===== src/inc/afp_defs.svh =====
`ifndef AFP_DEFS_SVH
`define AFP_DEFS_SVH

// Clock rate and timing figures
`define AFP_CLK_HZ 20000000
`define AFP_DC_PERSIST_MS 420
`define AFP_POWERUP_MS 10
`define AFP_DC_PERSIST_CYC ((`AFP_DC_PERSIST_MS * (`AFP_CLK_HZ / 1000)) + 1)
`define AFP_POWERUP_CYC (`AFP_POWERUP_MS * (`AFP_CLK_HZ / 1000))

// Duty threshold in percent and duty sample window in cycles
`define AFP_DUTY_PCT 60
`define AFP_DUTY_WIN 100

// Latched fault bit positions
`define AFP_FLT_OC 0
`define AFP_FLT_OT 1
`define AFP_FLT_DC 2

`endif


===== src/inc/afp_pkg.sv =====
`default_nettype none
package afp_pkg;
    typedef enum logic [1:0] {AFP_SHUT, AFP_POWERUP, AFP_RUN, AFP_FAULT} afp_state_e;

    typedef struct packed {
        logic over_current;
        logic over_temp;
        logic under_volt;
        logic over_volt;
    } afp_sense_s;

    typedef struct packed {
        logic pos_l;
        logic neg_l;
        logic pos_r;
        logic neg_r;
    } afp_pwm_s;
endpackage
`default_nettype wire


===== src/logic/afp_ctrl.sv =====
`include "afp_defs.svh"
`default_nettype none
// Overview of operation
// - Over-current tri-states outputs, asserts fault report low and latches.
// - Die over-temperature shuts down, asserts fault report and latches.
// - Either channel above 60% duty one polarity beyond 420 ms raises DC fault.
// - DC fault asserts fault report, tri-states outputs and latches.
// - Supply below 4.5 V tri-states outputs silently; recovers by itself.
// - Supply above 27 V tri-states outputs silently; recovers by itself.
// - Taking shutdown input low clears latched faults.
// - Fault report wired to shutdown input gives automatic restart.
// - Leaving shutdown passes a 10 ms power-up interval before amplifying.
// - Shutdown input low mutes outputs and enters low-current state.
module afp_ctrl
    import afp_pkg::*;
#(
    parameter int unsigned POWERUP_CYC = `AFP_POWERUP_CYC,
    parameter int unsigned DC_PERSIST_CYC = `AFP_DC_PERSIST_CYC
) (
    input wire logic clk,
    input wire logic rst,
    input wire logic shutdown_low_in,
    input wire afp_sense_s sense_in,
    input wire afp_pwm_s pwm_in,
    output logic fault_report_low,
    output logic outputs_hiz,
    output logic amp_enable,
    output logic low_current,
    output logic [2:0] latched_faults
);
    afp_sense_s sense_m_q, sense_q;
    afp_pwm_s pwm_m_q, pwm_q;
    logic shut_low_m_q, shut_low_q;
    afp_state_e state_q, state_d;
    logic [2:0] latch_q, latch_d;
    logic [31:0] pu_q, pu_d;
    logic dc_l, dc_r, supply_bad, new_fault, detect_en;
    logic [31:0] pu_seen_q, pu_seen_d, run_seen_q, run_seen_d;

    // One place decides what counts as a live latched fault
    function automatic logic any_fault(input logic [2:0] flags);
        return flags != 3'h0;
    endfunction

    // Pins are asynchronous; two flops before any logic looks at them
    always_ff @(posedge clk) begin
        if (rst) begin
            sense_m_q <= '0;
            sense_q <= '0;
            pwm_m_q <= '0;
            pwm_q <= '0;
            shut_low_m_q <= 1'b0;
            shut_low_q <= 1'b0;
        end else begin
            sense_m_q <= sense_in;
            sense_q <= sense_m_q;
            pwm_m_q <= pwm_in;
            pwm_q <= pwm_m_q;
            shut_low_m_q <= shutdown_low_in;
            shut_low_q <= shut_low_m_q;
        end
    end

    // DC watch only runs while amplifying, so start-up transients do not count
    assign detect_en = (state_q == AFP_RUN) && !supply_bad;

    afp_dc_detect #(.PERSIST_CYC(DC_PERSIST_CYC)) u_dc_l (
        .clk(clk),
        .rst(rst),
        .enable(detect_en),
        .out_p(pwm_q.pos_l),
        .out_n(pwm_q.neg_l),
        .dc_fault(dc_l)
    );

    afp_dc_detect #(.PERSIST_CYC(DC_PERSIST_CYC)) u_dc_r (
        .clk(clk),
        .rst(rst),
        .enable(detect_en),
        .out_p(pwm_q.pos_r),
        .out_n(pwm_q.neg_r),
        .dc_fault(dc_r)
    );

    assign supply_bad = sense_q.under_volt | sense_q.over_volt;

    always_comb begin
        state_d = state_q;
        pu_d = pu_q;
        latch_d = latch_q;
        if (!shut_low_q) begin
            // Clearing by shutdown wins; a fault present at release is caught again
            latch_d = 3'h0;
            state_d = AFP_SHUT;
            pu_d = 32'h0000_0000;
        end else begin
            if (state_q != AFP_SHUT) begin
                latch_d[`AFP_FLT_OC] = latch_q[`AFP_FLT_OC] | sense_q.over_current;
                latch_d[`AFP_FLT_OT] = latch_q[`AFP_FLT_OT] | sense_q.over_temp;
                latch_d[`AFP_FLT_DC] = latch_q[`AFP_FLT_DC] | dc_l | dc_r;
            end
            unique case (state_q)
                AFP_SHUT: begin
                    state_d = AFP_POWERUP;
                    pu_d = 32'h0000_0000;
                end
                AFP_POWERUP: begin
                    if (any_fault(latch_d)) state_d = AFP_FAULT;
                    else if (pu_q >= POWERUP_CYC - 1) state_d = AFP_RUN;
                    else pu_d = pu_q + 32'h0000_0001;
                end
                AFP_RUN: begin
                    if (any_fault(latch_d)) state_d = AFP_FAULT;
                end
                AFP_FAULT: begin
                    state_d = AFP_FAULT;
                end
            endcase
        end
    end

    always_ff @(posedge clk) begin
        if (rst) begin
            state_q <= AFP_SHUT;
            latch_q <= 3'h0;
            pu_q <= 32'h0000_0000;
        end else begin
            state_q <= state_d;
            latch_q <= latch_d;
            pu_q <= pu_d;
        end
    end

    assign new_fault = any_fault(latch_q);
    // Fault report carries only latched faults; supply faults stay silent
    assign fault_report_low = !new_fault;
    assign amp_enable = (state_q == AFP_RUN) && !supply_bad && !new_fault;
    assign outputs_hiz = !amp_enable;
    assign low_current = (state_q == AFP_SHUT);
    assign latched_faults = latch_q;

    // Checker-only counters, kept apart from the control path so a slip there shows up
    always_comb begin
        pu_seen_d = 32'h0000_0000;
        run_seen_d = 32'h0000_0000;
        if (state_q == AFP_POWERUP) pu_seen_d = pu_seen_q + 32'h0000_0001;
        if (detect_en) begin
            run_seen_d = run_seen_q;
            // Saturates so a long clean run cannot wrap back under the threshold
            if (run_seen_q < DC_PERSIST_CYC) run_seen_d = run_seen_q + 32'h0000_0001;
        end
    end

    always_ff @(posedge clk) begin
        if (rst) begin
            pu_seen_q <= 32'h0000_0000;
            run_seen_q <= 32'h0000_0000;
        end else begin
            pu_seen_q <= pu_seen_d;
            run_seen_q <= run_seen_d;
        end
    end

    // Timing checks lean on the counters above rather than on the control counter
    rpt_on_latch_a: assert property (@(posedge clk) disable iff (rst)
        (latch_q != 3'h0) |-> state_q == AFP_FAULT && !fault_report_low && outputs_hiz)
        else $error("fault not reported");
    oc_latch_a: assert property (@(posedge clk) disable iff (rst)
        shut_low_q && state_q != AFP_SHUT && sense_q.over_current |=> latch_q[`AFP_FLT_OC] && !fault_report_low)
        else $error("over-current lost");
    ot_latch_a: assert property (@(posedge clk) disable iff (rst)
        shut_low_q && state_q != AFP_SHUT && sense_q.over_temp |=> latch_q[`AFP_FLT_OT])
        else $error("thermal lost");
    ot_report_a: assert property (@(posedge clk) disable iff (rst)
        shut_low_q && state_q != AFP_SHUT && sense_q.over_temp |=> !fault_report_low && outputs_hiz)
        else $error("thermal not reported");
    dc_early_a: assert property (@(posedge clk) disable iff (rst)
        dc_l || dc_r |-> run_seen_q >= DC_PERSIST_CYC)
        else $error("dc fault too early");
    dc_quiet_a: assert property (@(posedge clk) disable iff (rst)
        !detect_en |=> !dc_l && !dc_r)
        else $error("dc watch not idle");
    dc_latch_a: assert property (@(posedge clk) disable iff (rst)
        shut_low_q && (dc_l || dc_r) && state_q == AFP_RUN |=> latch_q[`AFP_FLT_DC])
        else $error("dc lost");
    dc_report_a: assert property (@(posedge clk) disable iff (rst)
        latch_q[`AFP_FLT_DC] |-> !fault_report_low && outputs_hiz)
        else $error("dc not reported");
    uv_silent_a: assert property (@(posedge clk) disable iff (rst)
        sense_q.under_volt && latch_q == 3'h0 |-> fault_report_low && outputs_hiz)
        else $error("uv wrong");
    ov_silent_a: assert property (@(posedge clk) disable iff (rst)
        sense_q.over_volt && latch_q == 3'h0 |-> fault_report_low && outputs_hiz)
        else $error("ov wrong");
    supply_resume_a: assert property (@(posedge clk) disable iff (rst)
        state_q == AFP_RUN && !supply_bad && latch_q == 3'h0 |-> amp_enable)
        else $error("no resume after supply");
    clear_on_shut_a: assert property (@(posedge clk) disable iff (rst)
        !shut_low_q |=> latch_q == 3'h0 && low_current)
        else $error("latch not cleared");
    fault_hold_a: assert property (@(posedge clk) disable iff (rst)
        state_q == AFP_FAULT && shut_low_q |=> state_q == AFP_FAULT && latch_q != 3'h0)
        else $error("latch dropped");
    pu_hold_a: assert property (@(posedge clk) disable iff (rst)
        state_q == AFP_SHUT && shut_low_q |=> !amp_enable [*8])
        else $error("power-up skipped");
    pu_len_a: assert property (@(posedge clk) disable iff (rst)
        state_q == AFP_POWERUP && state_d == AFP_RUN |-> pu_seen_q == 32'(POWERUP_CYC - 1))
        else $error("power-up length");
    shut_mute_a: assert property (@(posedge clk) disable iff (rst)
        !shut_low_q |=> outputs_hiz)
        else $error("not muted");
    shut_clean_a: assert property (@(posedge clk) disable iff (rst)
        state_q == AFP_SHUT |-> latch_q == 3'h0 && fault_report_low && !amp_enable)
        else $error("shut not clean");
    oc_recheck_a: assert property (@(posedge clk) disable iff (rst)
        state_q == AFP_POWERUP && shut_low_q && sense_q.over_current |=> state_q == AFP_FAULT)
        else $error("recheck");
    ot_recheck_a: assert property (@(posedge clk) disable iff (rst)
        state_q == AFP_POWERUP && shut_low_q && sense_q.over_temp |=> state_q == AFP_FAULT && latch_q[`AFP_FLT_OT])
        else $error("thermal recheck");
endmodule
`default_nettype wire


===== src/logic/afp_dc_detect.sv =====
`include "afp_defs.svh"
`default_nettype none
// Persistent one-polarity duty watcher for one channel.
module afp_dc_detect
    import afp_pkg::*;
#(
    parameter int unsigned PERSIST_CYC = `AFP_DC_PERSIST_CYC,
    parameter int unsigned WIN = `AFP_DUTY_WIN,
    parameter int unsigned PCT = `AFP_DUTY_PCT
) (
    input wire logic clk,
    input wire logic rst,
    input wire logic enable,
    input wire logic out_p,
    input wire logic out_n,
    output logic dc_fault
);
    localparam int unsigned THR = (WIN * PCT) / 100;
    logic [15:0] win_q, win_d, pos_q, pos_d, neg_q, neg_d;
    logic [31:0] per_q, per_d;
    logic [1:0] pol_q, pol_d;

    // Judges the window just finished; polarity 1 = positive, 2 = negative
    always_comb begin
        win_d = win_q + 16'h0001;
        pos_d = pos_q + {15'h0000, out_p & ~out_n};
        neg_d = neg_q + {15'h0000, out_n & ~out_p};
        pol_d = pol_q;
        per_d = per_q;
        if (!enable) begin
            win_d = 16'h0000;
            pos_d = 16'h0000;
            neg_d = 16'h0000;
            pol_d = 2'h0;
            per_d = 32'h0000_0000;
        end else begin
            if (win_q == 16'(WIN - 1)) begin
                win_d = 16'h0000;
                pos_d = 16'h0000;
                neg_d = 16'h0000;
                if (pos_q > 16'(THR)) pol_d = 2'h1;
                else if (neg_q > 16'(THR)) pol_d = 2'h2;
                else pol_d = 2'h0;
                // A polarity swap restarts the persistence count
                if (pol_d != pol_q) per_d = 32'h0000_0000;
            end
            if (pol_q != 2'h0 && per_d < PERSIST_CYC) per_d = per_d + 32'h0000_0001;
        end
    end

    always_ff @(posedge clk) begin
        if (rst) begin
            win_q <= 16'h0000;
            pos_q <= 16'h0000;
            neg_q <= 16'h0000;
            pol_q <= 2'h0;
            per_q <= 32'h0000_0000;
        end else begin
            win_q <= win_d;
            pos_q <= pos_d;
            neg_q <= neg_d;
            pol_q <= pol_d;
            per_q <= per_d;
        end
    end

    assign dc_fault = (per_q >= PERSIST_CYC);
endmodule
`default_nettype wire


===== config.mk =====
export PLATFORM = sky130hd
export DESIGN_NAME = afp_ctrl
export DESIGN_NICKNAME = d
export VERILOG_FILES = /design/src/inc/afp_pkg.sv /design/src/logic/afp_ctrl.sv /design/src/logic/afp_dc_detect.sv
export VERILOG_INCLUDE_DIRS = /design/src /design/src/inc
export SDC_FILE = /design/constraint.sdc
export NUM_CORES = 1
export LEC_CHECK = 0
export ABC_CLOCK_PERIOD_IN_PS = 4600
export BUFFER_PORTS_ARGS = -buffer_cell sky130_fd_sc_hd__clkbuf_2
export CORE_MARGIN = 2
export CORE_UTILIZATION = 35
export CTS_BUF_LIST = sky130_fd_sc_hd__clkbuf_16
export CTS_CLUSTER_DIAMETER = 120
export DETAILED_ROUTE_END_ITERATION = 6
export PLACE_DENSITY = 0.5
export SLEW_MARGIN = 25
export SYNTH_ARGS = -nofsm -noshare
export SYNTH_HDL_FRONTEND = slang
export SYNTH_SLANG_ARGS = --single-unit
export TNS_END_PERCENT = 10

===== constraint.sdc =====
create_clock -name clk -period 4.6 [get_ports clk]
set_clock_uncertainty 0.2 [all_clocks]
set_input_delay 0.23 -clock clk [delete_from_list [all_inputs] [get_ports clk]]
set_output_delay 0.23 -clock clk [all_outputs]
set_load 0.02 [all_outputs]

==> results.yml <==
finish:
  final.fill_count: 2762
  area.growth.synth_to_final_pct: 15.8
  multi_input_area_um2: 5150
  antenna_cells: 0
  drive_gt1_share_pct: 6.73
  regArea_um2: 4380
  layout.nets: 1224
  layout_common_cells: "dfxtp_1, nor2_1, nand2_1, nand3_1, xor2_1"
  layout_commonest_cell: "dfxtp_1"
  final_util_pct: 41.0
synth:
  syn-mean-instance-area_um2: 8.45
  ys_types: 63
  synth_top_area_share_pct: 44.7
  async_flop_share_pct: 0
  syn-num-nets: 1186
  synthCells: 1160
  synth-seq-cells: 219
  synth-main-ff-cell: "dfxtp_1"
  synthTopCellsByArea: "dfxtp_1, nor2_1, xor2_1, nand3_1, xnor2_1"
  ys_seq_area_share_pct: 44.7
  ys_warn_count: 0
  synth_area_leader_cell: "dfxtp_1"
  synth_edf_count: 0
  syn_area_um2: 9800
global_routing:
  grt_first_pass_wirelength_um: 36600
  grt_pass1_vias: 7588
  grtUsageTotal_pct: 14.9
  grt_start_max_net_pins: 44
  overflow: 0
  antenna_found_initial: 0
routing:
  drt-initial-drc-count: 422
  firstDrtPassIters: 4
  drc: 0
  routed_wirelength_um: 21300
  drtAntennaViolNets: 0
  via_per_inst: 5.02
  wl_per_cell_um: 13.3
  via_count: 8008
placement:
  port_buffers: 17
  gp_congestion: 0.785
  hpwl_um: 14500
setup_path:
  ff2ff_path_depth: 15
  start_kind: "flip-flop"
  startpoint: "u_dc_l.win_q[0]"
  arrival_ns: 4.42
  critPathRequiredTime_ns: 4.84
  rr_endpoint: "u_dc_l.per_q[19]"
  end_kind: "flip-flop"
  r2r_setup_slack_ns: 0.42
  r2r-start: "u_dc_l.win_q[0]"
  cp_max_fo: 10
  crit_path_end: "u_dc_l.per_q[19]"
  worstSetupPathType: "flip-flop to flip-flop"
power:
  power.density_nw_per_um2: 347
  p_int_mw: 3.12
  power_frac_clock_pct: 50.8
  seqPwrFrac_pct: 48.4
  ir_worst_vdd_mv: 0.250
  leakage_nw: 3.91
  p_sw_uw: 820
  switching_share_pct: 20.8
  power_frac_comb_pct: 0.8
floorplanning:
  core_um2: 27700
  num_rows: 61
  die_area_um2: 29400
  die_h_um: 171
  io_pins: 18
  die_w_um: 171
  initial_utilization_pct: 35.4
sta:
  grt_setup_unrepaired: "false"
  setup_viol: 0
  fmax_mhz: 239
  period_needed_ns: 4.18
  hold_violations: 0
  worst_slew_pin_slew_ns: 0.875
  maxSlewViolCount: 0
  period_share_pct: 90.9
  finalSetupTns_ns: 0
  max_slew_margin_pct: 40.2
cts:
  cts_buffers: 26
  clockBufferDepth: 3
  cts_max_level: 1
  clock_latency_ns: 0.55
  cts_setup_buffers: 0
  cts_sinks: 219
  root_buffer: "clkbuf_16"
  clkTransAtPathRegs_ns: 0.06
  cts_tree: "built"
hold_path:
  hp-class: "flip-flop to flip-flop"
flow_run:
  maxCapViolCount: 0
outcome:
  status: "complete, no violations"
==> Yosys cell counts, types with 28 or more instances <==
cell      instances
dfxtp_1         219
o21ai_0          29
nand3_1          76
nor4_1           28
xor2_1           60
xnor2_1          39
nor2_1          174
clkbuf_1         36
and3_1           54
inv_1            36
nand4_1          34
nand2_1          89
a21oi_1          47
==> routing by layer <==
metal	part of all wire, %	vias up	track usage (%)
li1	-	4198	-
met1	52	3681	21.4
met2	42	98	23.2
met3	3.0	31	2.51
met4	2.1	0	3.68
met5	0	-	0
==> flip-flops by register name (all words and copies together), names as in the netlist, 16 cells and up <==
| name | cells |
|---|---|
| u_dc_l.neg_q | 16 |
| u_dc_r.win_q | 16 |
| u_dc_r.neg_q | 16 |
| u_dc_r.per_q | 32 |
| pu_q | 32 |
| u_dc_r.pos_q | 16 |
| u_dc_l.pos_q | 16 |
| u_dc_l.per_q | 32 |
| u_dc_l.win_q | 16 |
==> area by class of cell <==
cell class | instances | area share (%)
multi-input combinational | 868 | 45.4
sequential | 219 | 38.6
clock buffer | 26 | 5.73
tap | 378 | 4.17
timing repair buffer | 47 | 3.15
clock inverter | 22 | 1.72
inverter | 36 | 1.19
==> cell families (layout without fill, tap and decap cells) <==
kind of cell | after synthesis | count (layout) | synth area share (%)
XOR/XNOR | 99 | 99 | 8.85
AND/OR/NAND/NOR | 598 | 598 | 31.3
multiplexers | 1 | 1 | 0.102
AO/OA/AOI/OAI | 155 | 155 | 10.3
flip-flops | 219 | 219 | 44.7
adder cells (fa/ha/maj) | 15 | 15 | 1.91
buffers and inverters | 73 | 131 | 2.87
==> worst max-delay path, stage by stage (launching register included) <==
cell and delay (ns):
dfxtp_1 0.36, ha_1 0.21, nor3b_1 0.19, nand4_1 0.19, a311o_1 0.39, or3_1 0.33
buf_4 0.18, nand2_1 0.08, ha_1 0.13, nor4b_1 0.24, a31oi_1 0.18, a211oi_2 0.31
nor4b_1 0.30, nand2_1 0.17, or4_1 0.48, a21oi_1 0.15
==> power by group through the flow <==
| stage | sequential [mW] | combinational [mW] | clock, mW |
|---|---|---|---|
| after floorplan | 1.95 | 0.0117 | 0 |
| after global routing | 1.91 | 0.0344 | 2.15 |
| after detailed placement | 1.95 | 0.0189 | 0 |
| after global placement | 1.95 | 0.0191 | 0 |
| after CTS | 1.91 | 0.0311 | 2.07 |
| final | 1.91 | 0.0313 | 2.00 |
==> how the worst min path moves through the flow <==
stage / depth (start not counted) / slack [ns] / to / start
final: 1 / 0.24 / sense_q[2] / sense_m_q[2]
after global routing: 1 / 0.26 / shut_low_q / shut_low_m_q
after CTS: 1 / 0.24 / sense_q[2] / sense_m_q[2]
after detailed placement: 1 / 0.23 / sense_q[3] / sense_m_q[3]
after global placement: 1 / 0.23 / sense_q[3] / sense_m_q[3]
after floorplan: 1 / 0.16 / pwm_m_q[0] / pwm_in[0]
==> metrics by stage <==
stage | total power, mW | setup WS, ns | hold WS (ns) | cells | cell area (um2)
after global routing | 4.09 | 0.0117 | 0.258 | 1596 | 11300
after detailed placement | 1.97 | 0.207 | 0.227 | 1529 | 10300
after floorplan | 1.96 | 0.549 | 0.158 | 1160 | 9800
after CTS | 4.01 | 0.188 | 0.244 | 1596 | 11300
final | 3.94 | 0.418 | 0.239 | 1596 | 11300
after global placement | 1.97 | 0.363 | 0.228 | 1529 | 10300
==> what timing repair did <==
action,4_1_cts,5_1_grt
endpoints found under the setup margin,0,16
endpoints found under the hold margin,16,0
gates resized for setup,0,3
hold buffers,19,0
(Power assumes the default switching activity.)
